$ cat src/rtl/ers_map.svh
// Register offsets, field positions and timing counts of the reset sequencer
`ifndef ERS_MAP_SVH
`define ERS_MAP_SVH

// Register byte offsets
`define ERS_WAKE_OFS      8'h00
`define ERS_HWCFG_OFS     8'h04
`define ERS_PMT_OFS       8'h08
`define ERS_PHYCTL_OFS    8'h0c
`define ERS_E2P_OFS       8'h10
`define ERS_STATUS_OFS    8'h14
`define ERS_RETAIN_OFS    8'h18

// Field positions
`define ERS_SOFT_RESET_BIT_BIT      0
`define ERS_READY_BIT     0
`define ERS_PHYRST_BIT    10
`define ERS_PMMODE_LO     12
`define ERS_PHYCTL_RST    15
`define ERS_E2P_BUSY      31

// Reset values
`define ERS_HWCFG_RST     32'h0000_0000
`define ERS_RETAIN_RST    32'h0000_0000

// Times and clock rate
`define ERS_CLK_MHZ       250
`define ERS_POR_US        22000
`define ERS_WAKE_US       2000
`define ERS_SOFT_RESET_BIT_NS       2000
`define ERS_PHYRST_US     100
`define ERS_PHYCTL_NS     2000
`define ERS_PROBE_NS      1000
`define ERS_POR_CYC       (`ERS_POR_US * `ERS_CLK_MHZ)
`define ERS_WAKE_CYC      (`ERS_WAKE_US * `ERS_CLK_MHZ)
`define ERS_SOFT_RESET_BIT_CYC      (`ERS_SOFT_RESET_BIT_NS * `ERS_CLK_MHZ / 1000)
`define ERS_PHYRST_CYC    (`ERS_PHYRST_US * `ERS_CLK_MHZ)
`define ERS_PHYCTL_CYC    (`ERS_PHYCTL_NS * `ERS_CLK_MHZ / 1000)
`define ERS_PROBE_CYC     (`ERS_PROBE_NS * `ERS_CLK_MHZ / 1000)

`endif

$ cat src/rtl/ers_pkg.sv
// Types of the reset sequencer
package ers_pkg;
    typedef enum logic [2:0] {
        ERS_ST_POR = 3'b000,
        ERS_ST_SOFT_RESET_BIT = 3'b001,
        ERS_ST_RUN = 3'b010,
        ERS_ST_SLEEP = 3'b011,
        ERS_ST_WAKE = 3'b100
    } ers_state_t;

    typedef struct packed {
        ers_state_t st;
        logic [23:0] cnt;
        logic [15:0] phy_cnt;
        logic [9:0] phyctl_cnt;
        logic [9:0] probe_cnt;
        logic ready;
        logic soft_reset_bit;
        logic phy_rst;
        logic phyctl_rst;
        logic e2p_busy;
        logic eeprom_found;
        logic [1:0] pm_mode;
        logic [31:0] retain;
        logic aw_done;
        logic w_done;
        logic [7:0] awaddr;
        logic [31:0] wdata;
        logic bvalid;
        logic [1:0] bresp;
        logic rvalid;
        logic [31:0] rdata;
        logic [1:0] rresp;
    } ers_regs_t;
endpackage

$ cat src/rtl/ers_reset_seq.sv
// Reset sequencer of the Ethernet controller with AXI4-Lite register slave
`timescale 1ns/10ps
`default_nettype none
`include "ers_map.svh"

//------------------------------------------------------------
// Overview of operation
//------------------------------------------------------------
// Overview of operation
// RULE1: Power-on holds internal reset about 22 ms
// RULE2: Ready reads 0 during power-on reset
// RULE3: Reset pin low resets; ready after
// RULE4: Reset pin pulled up when unconnected
// RULE5: Ready set within 2 ms after wake
// RULE6: Soft reset bit 0 starts soft reset
// RULE7: Soft reset bit self-clears after 2 us
// RULE8: Soft reset keeps retained register bits
// RULE9: Soft reset leaves host bus logic alone
// RULE10: Control bit 10 resets PHY only
// RULE11: PHY reset bit clears after 100 us
// RULE12: PHY control bit 15 self-clearing reset
// RULE13: EEPROM probed after full resets, busy set
// RULE14: Host waits EEPROM busy clear first
// RULE15: Host waits link status after PHY reset
// RULE16: Host flags error if not ready 100ms
// RULE17: Any wake register write ends sleep
// RULE18: Host only reads until ready set
// RULE19: Ready cleared when full reset begins
module ers_reset_seq #(
    parameter int POR_CYCLES = `ERS_POR_CYC,
    parameter int WAKE_CYCLES = `ERS_WAKE_CYC,
    parameter int PHYRST_CYCLES = `ERS_PHYRST_CYC
) (
    input wire logic mclk,
    input wire logic rst_n,
    input wire logic hardware_reset_pin_n,
    input wire logic eeprom_present,
    input wire logic [7:0] s_axi_awaddr,
    input wire logic s_axi_awvalid,
    output logic s_axi_awready,
    input wire logic [31:0] s_axi_wdata,
    input wire logic [3:0] s_axi_wstrb,
    input wire logic s_axi_wvalid,
    output logic s_axi_wready,
    output logic [1:0] s_axi_bresp,
    output logic s_axi_bvalid,
    input wire logic s_axi_bready,
    input wire logic [7:0] s_axi_araddr,
    input wire logic s_axi_arvalid,
    output logic s_axi_arready,
    output logic [31:0] s_axi_rdata,
    output logic [1:0] s_axi_rresp,
    output logic s_axi_rvalid,
    input wire logic s_axi_rready,
    output logic core_reset,
    output logic phy_reset,
    output logic device_ready,
    output logic eeprom_busy
);
    import ers_pkg::*;

    localparam logic [23:0] POR_LAST = 24'(POR_CYCLES - 1);
    localparam logic [23:0] WAKE_LAST = 24'(WAKE_CYCLES - 1);
    localparam logic [15:0] PHY_LAST = 16'(PHYRST_CYCLES - 1);
    localparam logic [23:0] SOFT_RESET_BIT_LAST = 24'(`ERS_SOFT_RESET_BIT_CYC - 1);
    localparam logic [9:0] PHYCTL_LAST = 10'(`ERS_PHYCTL_CYC - 1);
    localparam logic [9:0] PROBE_LAST = 10'(`ERS_PROBE_CYC - 1);

    ers_regs_t r;
    ers_regs_t next_r;
    logic wr_go;
    logic rd_go;
    logic full_rst;

    // Pin pull-up is external; low on the port means asserted
    assign full_rst = !rst_n || !hardware_reset_pin_n; // RULE3 RULE4

    //------------------------------------------------------------
    // Bus handshake
    //------------------------------------------------------------
    assign s_axi_awready = !r.aw_done && !r.bvalid;
    assign s_axi_wready = !r.w_done && !r.bvalid;
    assign s_axi_arready = !r.rvalid;
    assign wr_go = (r.aw_done || s_axi_awvalid) && (r.w_done || s_axi_wvalid) && !r.bvalid;
    assign rd_go = s_axi_arvalid && !r.rvalid;

    always_comb begin
        logic [7:0] wa;
        logic [31:0] wd;
        logic wstrb_lo;
        logic wstrb_hi;
        wa = r.aw_done ? r.awaddr : s_axi_awaddr;
        wd = r.w_done ? r.wdata : s_axi_wdata;
        wstrb_lo = s_axi_wstrb[0] || r.w_done;
        wstrb_hi = s_axi_wstrb[1] || r.w_done;
        next_r = r;

        // Timers first so that a restart write wins over the clear
        if (r.phy_rst) begin
            next_r.phy_cnt = r.phy_cnt + 16'h1;
            if (r.phy_cnt == PHY_LAST) begin
                next_r.phy_rst = 1'b0; // RULE11
            end
        end
        if (r.phyctl_rst) begin
            next_r.phyctl_cnt = r.phyctl_cnt + 10'h1;
            if (r.phyctl_cnt == PHYCTL_LAST) begin
                next_r.phyctl_rst = 1'b0; // RULE12
            end
        end

        //------------------------------------------------------------
        // Write channel
        //------------------------------------------------------------
        if (r.bvalid && s_axi_bready) begin
            next_r.bvalid = 1'b0;
        end
        if (s_axi_awvalid && s_axi_awready && !wr_go) begin
            next_r.aw_done = 1'b1;
            next_r.awaddr = s_axi_awaddr;
        end
        if (s_axi_wvalid && s_axi_wready && !wr_go) begin
            next_r.w_done = 1'b1;
            next_r.wdata = s_axi_wdata;
        end
        if (wr_go) begin
            next_r.aw_done = 1'b0;
            next_r.w_done = 1'b0;
            next_r.bvalid = 1'b1;
            next_r.bresp = 2'b00;
            case (wa)
                `ERS_WAKE_OFS: begin
                    if (r.st == ERS_ST_SLEEP) begin
                        next_r.st = ERS_ST_WAKE; // RULE17
                        next_r.cnt = 24'h0;
                        next_r.pm_mode = 2'h0;
                    end
                end
                `ERS_HWCFG_OFS: begin
                    if (r.ready && wstrb_lo && wd[`ERS_SOFT_RESET_BIT_BIT]) begin
                        next_r.st = ERS_ST_SOFT_RESET_BIT; // RULE6
                        next_r.soft_reset_bit = 1'b1;
                        next_r.ready = 1'b0; // RULE19
                        next_r.cnt = 24'h0;
                    end
                end
                `ERS_PMT_OFS: begin
                    if (r.ready && wstrb_hi && wd[`ERS_PHYRST_BIT]) begin
                        next_r.phy_rst = 1'b1; // RULE10
                        next_r.phy_cnt = 16'h0;
                    end
                    if (r.ready && wstrb_hi && wd[`ERS_PMMODE_LO+1 -: 2] != 2'h0) begin
                        next_r.pm_mode = wd[`ERS_PMMODE_LO+1 -: 2];
                        next_r.st = ERS_ST_SLEEP;
                        next_r.ready = 1'b0;
                    end
                end
                `ERS_PHYCTL_OFS: begin
                    if (r.ready && wstrb_hi && wd[`ERS_PHYCTL_RST]) begin
                        next_r.phyctl_rst = 1'b1; // RULE12
                        next_r.phyctl_cnt = 10'h0;
                    end
                end
                `ERS_RETAIN_OFS: begin
                    if (r.ready) begin
                        next_r.retain = wd;
                    end
                end
                `ERS_E2P_OFS, `ERS_STATUS_OFS: begin
                    next_r.bresp = 2'b00;
                end
                default: begin
                    next_r.bresp = 2'b10;
                end
            endcase
        end

        //------------------------------------------------------------
        // Read channel
        //------------------------------------------------------------
        if (r.rvalid && s_axi_rready) begin
            next_r.rvalid = 1'b0;
        end
        if (rd_go) begin
            next_r.rvalid = 1'b1;
            next_r.rresp = 2'b00;
            next_r.rdata = 32'h0;
            case (s_axi_araddr)
                `ERS_WAKE_OFS: next_r.rdata = 32'h0;
                `ERS_HWCFG_OFS: next_r.rdata[`ERS_SOFT_RESET_BIT_BIT] = r.soft_reset_bit;
                `ERS_PMT_OFS: begin
                    next_r.rdata[`ERS_READY_BIT] = r.ready; // RULE2
                    next_r.rdata[`ERS_PHYRST_BIT] = r.phy_rst;
                    next_r.rdata[`ERS_PMMODE_LO+1 -: 2] = r.pm_mode;
                end
                `ERS_PHYCTL_OFS: next_r.rdata[`ERS_PHYCTL_RST] = r.phyctl_rst;
                `ERS_E2P_OFS: next_r.rdata[`ERS_E2P_BUSY] = r.e2p_busy;
                `ERS_STATUS_OFS: begin
                    next_r.rdata[0] = r.eeprom_found;
                    next_r.rdata[3:1] = r.st;
                end
                `ERS_RETAIN_OFS: next_r.rdata = r.retain;
                default: next_r.rresp = 2'b10;
            endcase
        end

        //------------------------------------------------------------
        // Reset sequence
        //------------------------------------------------------------
        case (r.st)
            ERS_ST_POR: begin
                next_r.cnt = r.cnt + 24'h1;
                if (r.cnt == POR_LAST) begin
                    next_r.st = ERS_ST_RUN; // RULE1
                    next_r.ready = 1'b1; // RULE2 RULE3
                    next_r.e2p_busy = 1'b1; // RULE13
                    next_r.probe_cnt = 10'h0;
                end
            end
            ERS_ST_SOFT_RESET_BIT: begin
                next_r.cnt = r.cnt + 24'h1;
                if (r.cnt == SOFT_RESET_BIT_LAST) begin
                    next_r.st = ERS_ST_RUN;
                    next_r.soft_reset_bit = 1'b0; // RULE7
                    next_r.ready = 1'b1;
                    next_r.e2p_busy = 1'b1; // RULE13
                    next_r.probe_cnt = 10'h0;
                end
            end
            ERS_ST_WAKE: begin
                next_r.cnt = r.cnt + 24'h1;
                if (r.cnt == WAKE_LAST) begin
                    next_r.st = ERS_ST_RUN;
                    next_r.ready = 1'b1; // RULE5
                end
            end
            ERS_ST_RUN, ERS_ST_SLEEP: begin
                // Idle at zero so the next sequence counts from the start
                next_r.cnt = 24'h0;
            end
            default: begin
                next_r.st = ERS_ST_POR;
                next_r.cnt = 24'h0;
            end
        endcase

        // EEPROM presence probe
        if (r.e2p_busy && r.st != ERS_ST_SOFT_RESET_BIT) begin
            next_r.probe_cnt = r.probe_cnt + 10'h1;
            if (r.probe_cnt == PROBE_LAST) begin
                next_r.e2p_busy = 1'b0; // RULE13
                next_r.eeprom_found = eeprom_present;
            end
        end
    end

    //------------------------------------------------------------
    // State register
    //------------------------------------------------------------
    always_ff @(posedge mclk) begin
        if (full_rst) begin
            r <= '0; // RULE19
            r.st <= ERS_ST_POR; // RULE1 RULE3
            r.retain <= `ERS_RETAIN_RST;
        end else begin
            r <= next_r; // RULE8 RULE9
        end
    end

    assign s_axi_bvalid = r.bvalid;
    assign s_axi_bresp = r.bresp;
    assign s_axi_rvalid = r.rvalid;
    assign s_axi_rdata = r.rdata;
    assign s_axi_rresp = r.rresp;
    assign core_reset = (r.st == ERS_ST_POR) || (r.st == ERS_ST_SOFT_RESET_BIT);
    assign phy_reset = r.phy_rst || r.phyctl_rst || (r.st == ERS_ST_POR);
    assign device_ready = r.ready;
    assign eeprom_busy = r.e2p_busy;

    //------------------------------------------------------------
    // Assertions
    //------------------------------------------------------------
    AST_READY_LOW_IN_POR: assert property (@(posedge mclk) disable iff (full_rst) // RULE2
        r.st == ERS_ST_POR |-> !device_ready)
        else $error("ready set during power-on");
    AST_RESET_CLEARS: assert property (@(posedge mclk) // RULE3
        !hardware_reset_pin_n |=> !device_ready && core_reset)
        else $error("pin reset ignored");
    AST_POR_TIME: assert property (@(posedge mclk) disable iff (full_rst) // RULE1
        $past(r.st) == ERS_ST_POR && r.st == ERS_ST_RUN |-> $past(r.cnt) == POR_LAST)
        else $error("power-on hold length wrong");
    AST_CORE_IN_SOFT_RESET_BIT: assert property (@(posedge mclk) disable iff (full_rst) // RULE6
        $rose(r.soft_reset_bit) |-> core_reset && !device_ready)
        else $error("soft reset did not start");
    AST_SOFT_RESET_BIT_LEN: assert property (@(posedge mclk) disable iff (full_rst) // RULE7
        $rose(r.soft_reset_bit) |-> r.soft_reset_bit [*8] ##[1:600] !r.soft_reset_bit)
        else $error("soft reset length wrong");
    AST_SOFT_RESET_BIT_KEEPS: assert property (@(posedge mclk) disable iff (full_rst) // RULE8
        r.st == ERS_ST_SOFT_RESET_BIT |=> $stable(r.retain))
        else $error("retained bits changed");
    AST_SOFT_RESET_BIT_BUS: assert property (@(posedge mclk) disable iff (full_rst) // RULE9
        r.st == ERS_ST_SOFT_RESET_BIT && rd_go |=> s_axi_rvalid)
        else $error("bus stalled in soft reset");
    AST_SOFT_RESET_BIT_READY: assert property (@(posedge mclk) disable iff (full_rst) // RULE13
        $fell(r.soft_reset_bit) |-> device_ready && eeprom_busy)
        else $error("no ready or probe");
    AST_PROBE_LEN: assert property (@(posedge mclk) disable iff (full_rst) // RULE13
        $fell(eeprom_busy) |-> $past(r.probe_cnt) == PROBE_LAST)
        else $error("probe length wrong");
    AST_PHY_ONLY: assert property (@(posedge mclk) disable iff (full_rst) // RULE10
        $rose(r.phy_rst) |-> !core_reset && $stable(r.st))
        else $error("phy reset hit core");
    AST_PHY_CLEAR: assert property (@(posedge mclk) disable iff (full_rst) // RULE11
        $fell(r.phy_rst) |-> $past(r.phy_cnt) == PHY_LAST)
        else $error("phy reset timing wrong");
    AST_PHYCTL_ONLY: assert property (@(posedge mclk) disable iff (full_rst) // RULE12
        $rose(r.phyctl_rst) |-> !core_reset && $stable(r.st))
        else $error("phy control reset hit core");
    AST_PHYCTL_CLEAR: assert property (@(posedge mclk) disable iff (full_rst) // RULE12
        $rose(r.phyctl_rst) |-> ##[1:600] !r.phyctl_rst)
        else $error("phy control bit stuck");
    AST_PHYCTL_TIME: assert property (@(posedge mclk) disable iff (full_rst) // RULE12
        $fell(r.phyctl_rst) |-> $past(r.phyctl_cnt) == PHYCTL_LAST)
        else $error("phy control timing wrong");
    AST_WAKE: assert property (@(posedge mclk) disable iff (full_rst) // RULE17
        r.st == ERS_ST_SLEEP && wr_go && (r.aw_done ? r.awaddr : s_axi_awaddr) == `ERS_WAKE_OFS
        |=> r.st == ERS_ST_WAKE)
        else $error("wake write ignored");
    AST_WAKE_DONE: assert property (@(posedge mclk) disable iff (full_rst) // RULE5
        r.st == ERS_ST_WAKE && r.cnt == WAKE_LAST |=> device_ready)
        else $error("wake too slow");
    AST_SLEEP_NOT_READY: assert property (@(posedge mclk) disable iff (full_rst) // RULE5
        r.st == ERS_ST_SLEEP |-> !device_ready)
        else $error("ready set while asleep");
    AST_WAKE_MODE: assert property (@(posedge mclk) disable iff (full_rst) // RULE17
        $rose(device_ready) && $past(r.st) == ERS_ST_WAKE |-> r.pm_mode == 2'h0)
        else $error("power mode kept after wake");

    //------------------------------------------------------------
    // Cover points
    //------------------------------------------------------------
    COV_POR_DONE: cover property (@(posedge mclk) $rose(device_ready));
    COV_SOFT_RESET_BIT: cover property (@(posedge mclk) $fell(r.soft_reset_bit));
    COV_PHY: cover property (@(posedge mclk) $fell(r.phy_rst));
    COV_WAKE: cover property (@(posedge mclk) r.st == ERS_ST_WAKE ##1 r.st == ERS_ST_RUN);
    COV_PIN_RESET: cover property (@(posedge mclk) !hardware_reset_pin_n ##1 hardware_reset_pin_n);
endmodule
`default_nettype wire

$ cat config.mk
export PLATFORM = sky130hd
export DESIGN_NAME = ers_reset_seq
export DESIGN_NICKNAME = d
export VERILOG_FILES = /design/src/rtl/ers_pkg.sv /design/src/rtl/ers_reset_seq.sv
export VERILOG_INCLUDE_DIRS = /design/src /design/src/rtl
export SDC_FILE = /design/constraint.sdc
export NUM_CORES = 1
export LEC_CHECK = 0
export BUFFER_PORTS_ARGS = -buffer_cell sky130_fd_sc_hd__buf_2
export CAP_MARGIN = 20
export CORE_MARGIN = 2
export CORE_UTILIZATION = 52
export DETAILED_ROUTE_END_ITERATION = 12
export PLACE_DENSITY = 0.81
export SLEW_MARGIN = 10
export SYNTH_ARGS = -nofsm -noshare
export SYNTH_HDL_FRONTEND = slang
export SYNTH_SLANG_ARGS = --single-unit
$ cat constraint.sdc
create_clock -name mclk -period 2.33 [get_ports mclk]
set_input_delay 0.233 -clock mclk [delete_from_list [all_inputs] [get_ports mclk]]
set_output_delay 0.233 -clock mclk [all_outputs]
set_load 0.01 [all_outputs]
==> metrics.log <==
[metrics] htree depth: 4
[metrics] static leakage: 3.389 nW
[metrics] largest area contributor in the netlist: dfxtp_1
[metrics] Final Instance Area: ~0.0096 mm^2
[metrics] CTS tree: yes
[metrics] net count reported at finish: about 1100
[metrics] Synth async-reset ratio: 0%
[metrics] Initial DRT Pass Iterations: 5
[metrics] critical path fanouts, max: 4
[metrics] deepest clock path buffer count: 2
[metrics] most common flop cell mapped by yosys: dfxtp_1
[metrics] total gr overflow: 0
[metrics] count of endpoints failing hold in the final timing report: 0
[metrics] peak ir drop on the vdd network: around 500 uV
[metrics] GRT Util Overall: 22.81%
[metrics] clock-pin slew on the worst setup and hold paths: about 0.08 ns
[metrics] number of sinks handled by clock tree synthesis: 181
[metrics] filler instances: 1306
[metrics] Synth Cell Area: just over 0.008 mm^2
[metrics] number of antenna violations at the first check in global routing: 1
[metrics] synthesized instance count: around 960
[metrics] final count of negative-setup-slack endpoints: 0
[metrics] area after detailed placement: 0.008947 mm^2
[metrics] TritonCTS Buffers: 17
[metrics] Clock Tree Root: clkbuf_16
[metrics] first-pass GRT wire length: ~31000 um
[metrics] fraction of layout instances using a drive strength above 1: between 20% and 30%
[metrics] number of vias in the routed layout: 7066
[metrics] status: complete, no violations
[metrics] Fmax: around 460 MHz
[metrics] die width: roughly 130 um
[metrics] Initial DRC Count: just over 600
[metrics] weighted congestion at the end of routability-driven global placement: between 0.8 and 0.9
[metrics] class of the worst hold path: in -> reg
[metrics] shortest clock period the worst path allows after layout: about 2.2 ns
[metrics] data arrival time of the critical path: 2.52 ns
[metrics] Starting Density: between 50 and 60%
[metrics] Least-Margin Pin Slew: between 0.5 and 0.6 ns
[metrics] part of the Yosys area used for sequential elements: 43.62%
[metrics] die outline area: 0.01700 mm^2
[metrics] Area contributors post-synth: dfxtp_1 (44%), nor2_1 (6.6%), mux2i_1 (5.5%)
[metrics] wire length after detailed routing: 19170 um
[metrics] number of I/O port buffers: ~100
[metrics] residual DRC count: 0
[metrics] worst clock skew on the final layout: 0.01059 ns
[metrics] Worst Setup Start Kind: flip-flop
[metrics] required time of the worst setup path: 2.66 ns
[metrics] share of the cycle needed by the critical path after routing: a little over nine tenths
[metrics] number of buffers added to fix hold violations after cts: 0
[metrics] maximum number of pins on one net before global-route repair: between 50 and 60
[metrics] clock insertion delay at the later pin of the skew report: between 0.4 and 0.5 ns
[metrics] Top Ports: 106
[metrics] height of the die: 130.4 um
[metrics] Post-Route Hold Slack: roughly 0.034 ns
[metrics] Post-Synthesis Mean Instance Area: between 8 and 9 um^2
[metrics] setup repair after global routing missed its margin: false
[metrics] post-synth cell types: between 60 and 70
[metrics] power density relative to cell area: 674.4 mW/mm^2
[metrics] Via-to-Cell Ratio: between 5 and 6
[metrics] area grow syn2layout: 15.26%
[metrics] summed negative setup slack over all endpoints: 0 ns
[metrics] count of flip-flops with a built-in enable after synthesis: 0
[metrics] core box area: approximately 0.016 mm^2
[metrics] number of max-slew violations in the final report: 0
[metrics] Pwr Total: ~6.5 mW
[metrics] relative slew slack: around three fifths
[metrics] most repeated cell in the gate-level netlist after synthesis: dfxtp_1
[metrics] endpoint class of the critical path: flip-flop
[metrics] total of flip-flops plus latches after synthesis: ~180
[metrics] number of warnings reported in the yosys synthesis log: 0
[metrics] Antenna Nets Post-Route: 0
[metrics] count of standard-cell rows: 46
[metrics] number of maximum-capacitance violations: 0
[metrics] Wirelength per Cell: around 15 um
[metrics] Yosys top cell area share: 43.62%
[metrics] number of global-route vias before repair: ~6400
[metrics] most used standard cells in the synthesized netlist: dfxtp_1 (181), nor2_1 (145), nand2_1 (119)
[metrics] DP Wirelength: approximately 13000 um
[metrics] category of the most critical setup path: reg -> reg
==> sequential cells by signal, indices dropped and copies added (netlist names) <==
signal	flops
r	143
s_axi_rdata	32
device_ready	1
eeprom_busy	1
s_axi_bresp	1
s_axi_bvalid	1
s_axi_rresp	1
s_axi_rvalid	1
==> cells by family (layout without fill, tap and decap cells) <==
family                   Yosys count  count (layout)  synth area share [%]
AND/OR/NAND/NOR                  402             402                 22.50
flip-flops                       181             181                 43.62
AO/OA/AOI/OAI                    173             173                 16.00
buffers and inverters            104             182                 6.763
multiplexers                      47              47                 5.679
XOR/XNOR                          44              44                 4.639
adder cells (fa/ha/maj)            5               5                0.7531
other                              1               4               0.04514
==> per-layer routing <==
metal / track usage, % / vias to the layer above / wire length [um]
li1: - / 3457 / -
met1: 30.41 / 3376 / 8660
met2: 36.50 / 203 / 9081
met3: 5.456 / 30 / 1091
met4: 7.947 / 0 / 334
met5: 0 / - / 0
==> path summary, 6_finish.rpt <==
check                           cells after the start           start      to  slack [ns]
worst max-delay path                                6          r[156]  r[182]        0.15
worst min-delay path                                3  s_axi_wdata[5]   r[43]        0.03
worst max register to register                      6          r[156]  r[182]        0.15
worst min register to register                      2           r[43]   r[43]        0.46
==> timing repair <==
| action | 4_1_cts | 5_1_grt |
|---|---|---|
| gates resized for setup | 0 | 1 |
| setup endpoints to repair | 0 | 3 |
| setup buffers | 0 | 0 |
==> cells in the final DEF, fill, tap and decap left out, drive strengths merged, types with 3 or more instances in the layout <==
cell type  count
nor4b          5
clkinv         4
and3          12
clkbuf        17
o21a           5
ha             5
a31oi         11
nor2         145
nand3b         3
or4            4
xor2          22
or3            6
a22oi         29
buf          139
nand2        119
nand3         18
a211oi        35
nor4           9
xnor2         22
nor3b          7
o21ai         14
and3b          4
mux2i         46
inv           18
nand4         20
a21oi         48
nor3          25
a311oi         5
nor2b          6
dfxtp        181
nand2b         7
a221oi         4
==> final cells by class <==
class / count / area [um^2] / area share, %
diodes: 2 / 5.005 / 0.05227
clock buffers: 17 / 425.4 / 4.443
flip-flops and latches: 181 / 3625 / 37.86
well taps: 216 / 270.3 / 2.823
repair buffers: 139 / 878.3 / 9.174
multi-input cells: 673 / 4139 / 43.23
inverters: 11 / 41.29 / 0.4313
clock inverters: 15 / 190.2 / 1.986
==> power breakdown <==
part | internal, mW | leakage (nW) | switching, mW | total [mW]
Combinational | 0.130 | 1.63 | 0.221 | 0.351
Clock | 1.63 | 0.296 | 1.34 | 2.98
Sequential | 3.11 | 1.46 | 0.0159 | 3.13
Total | 4.88 | 3.39 | 1.58 | 6.46
==> through the flow <==
stage | setup WS (ns) | instances | util [%]
2_1_floorplan | 0.07907 | 958 | -
3_3_place_gp | -0.03493 | 1220 | 56.74
3_5_place_dp | -0.08432 | 1220 | 56.74
4_1_cts | 0.1508 | 1252 | 60.64
5_1_grt | 0.02152 | 1253 | 60.70
6_report | 0.1451 | 1254 | 60.71
==> worst max-delay path, cell delays in order (launching register included) <==
cell	delay, ns
dfxtp_1	0.38
ha_1	0.22
and3_1	0.22
nand2_1	0.08
o41a_1	0.41
or4_1	0.56
and4b_1	0.20
Power figures use the tool's default switching activity.
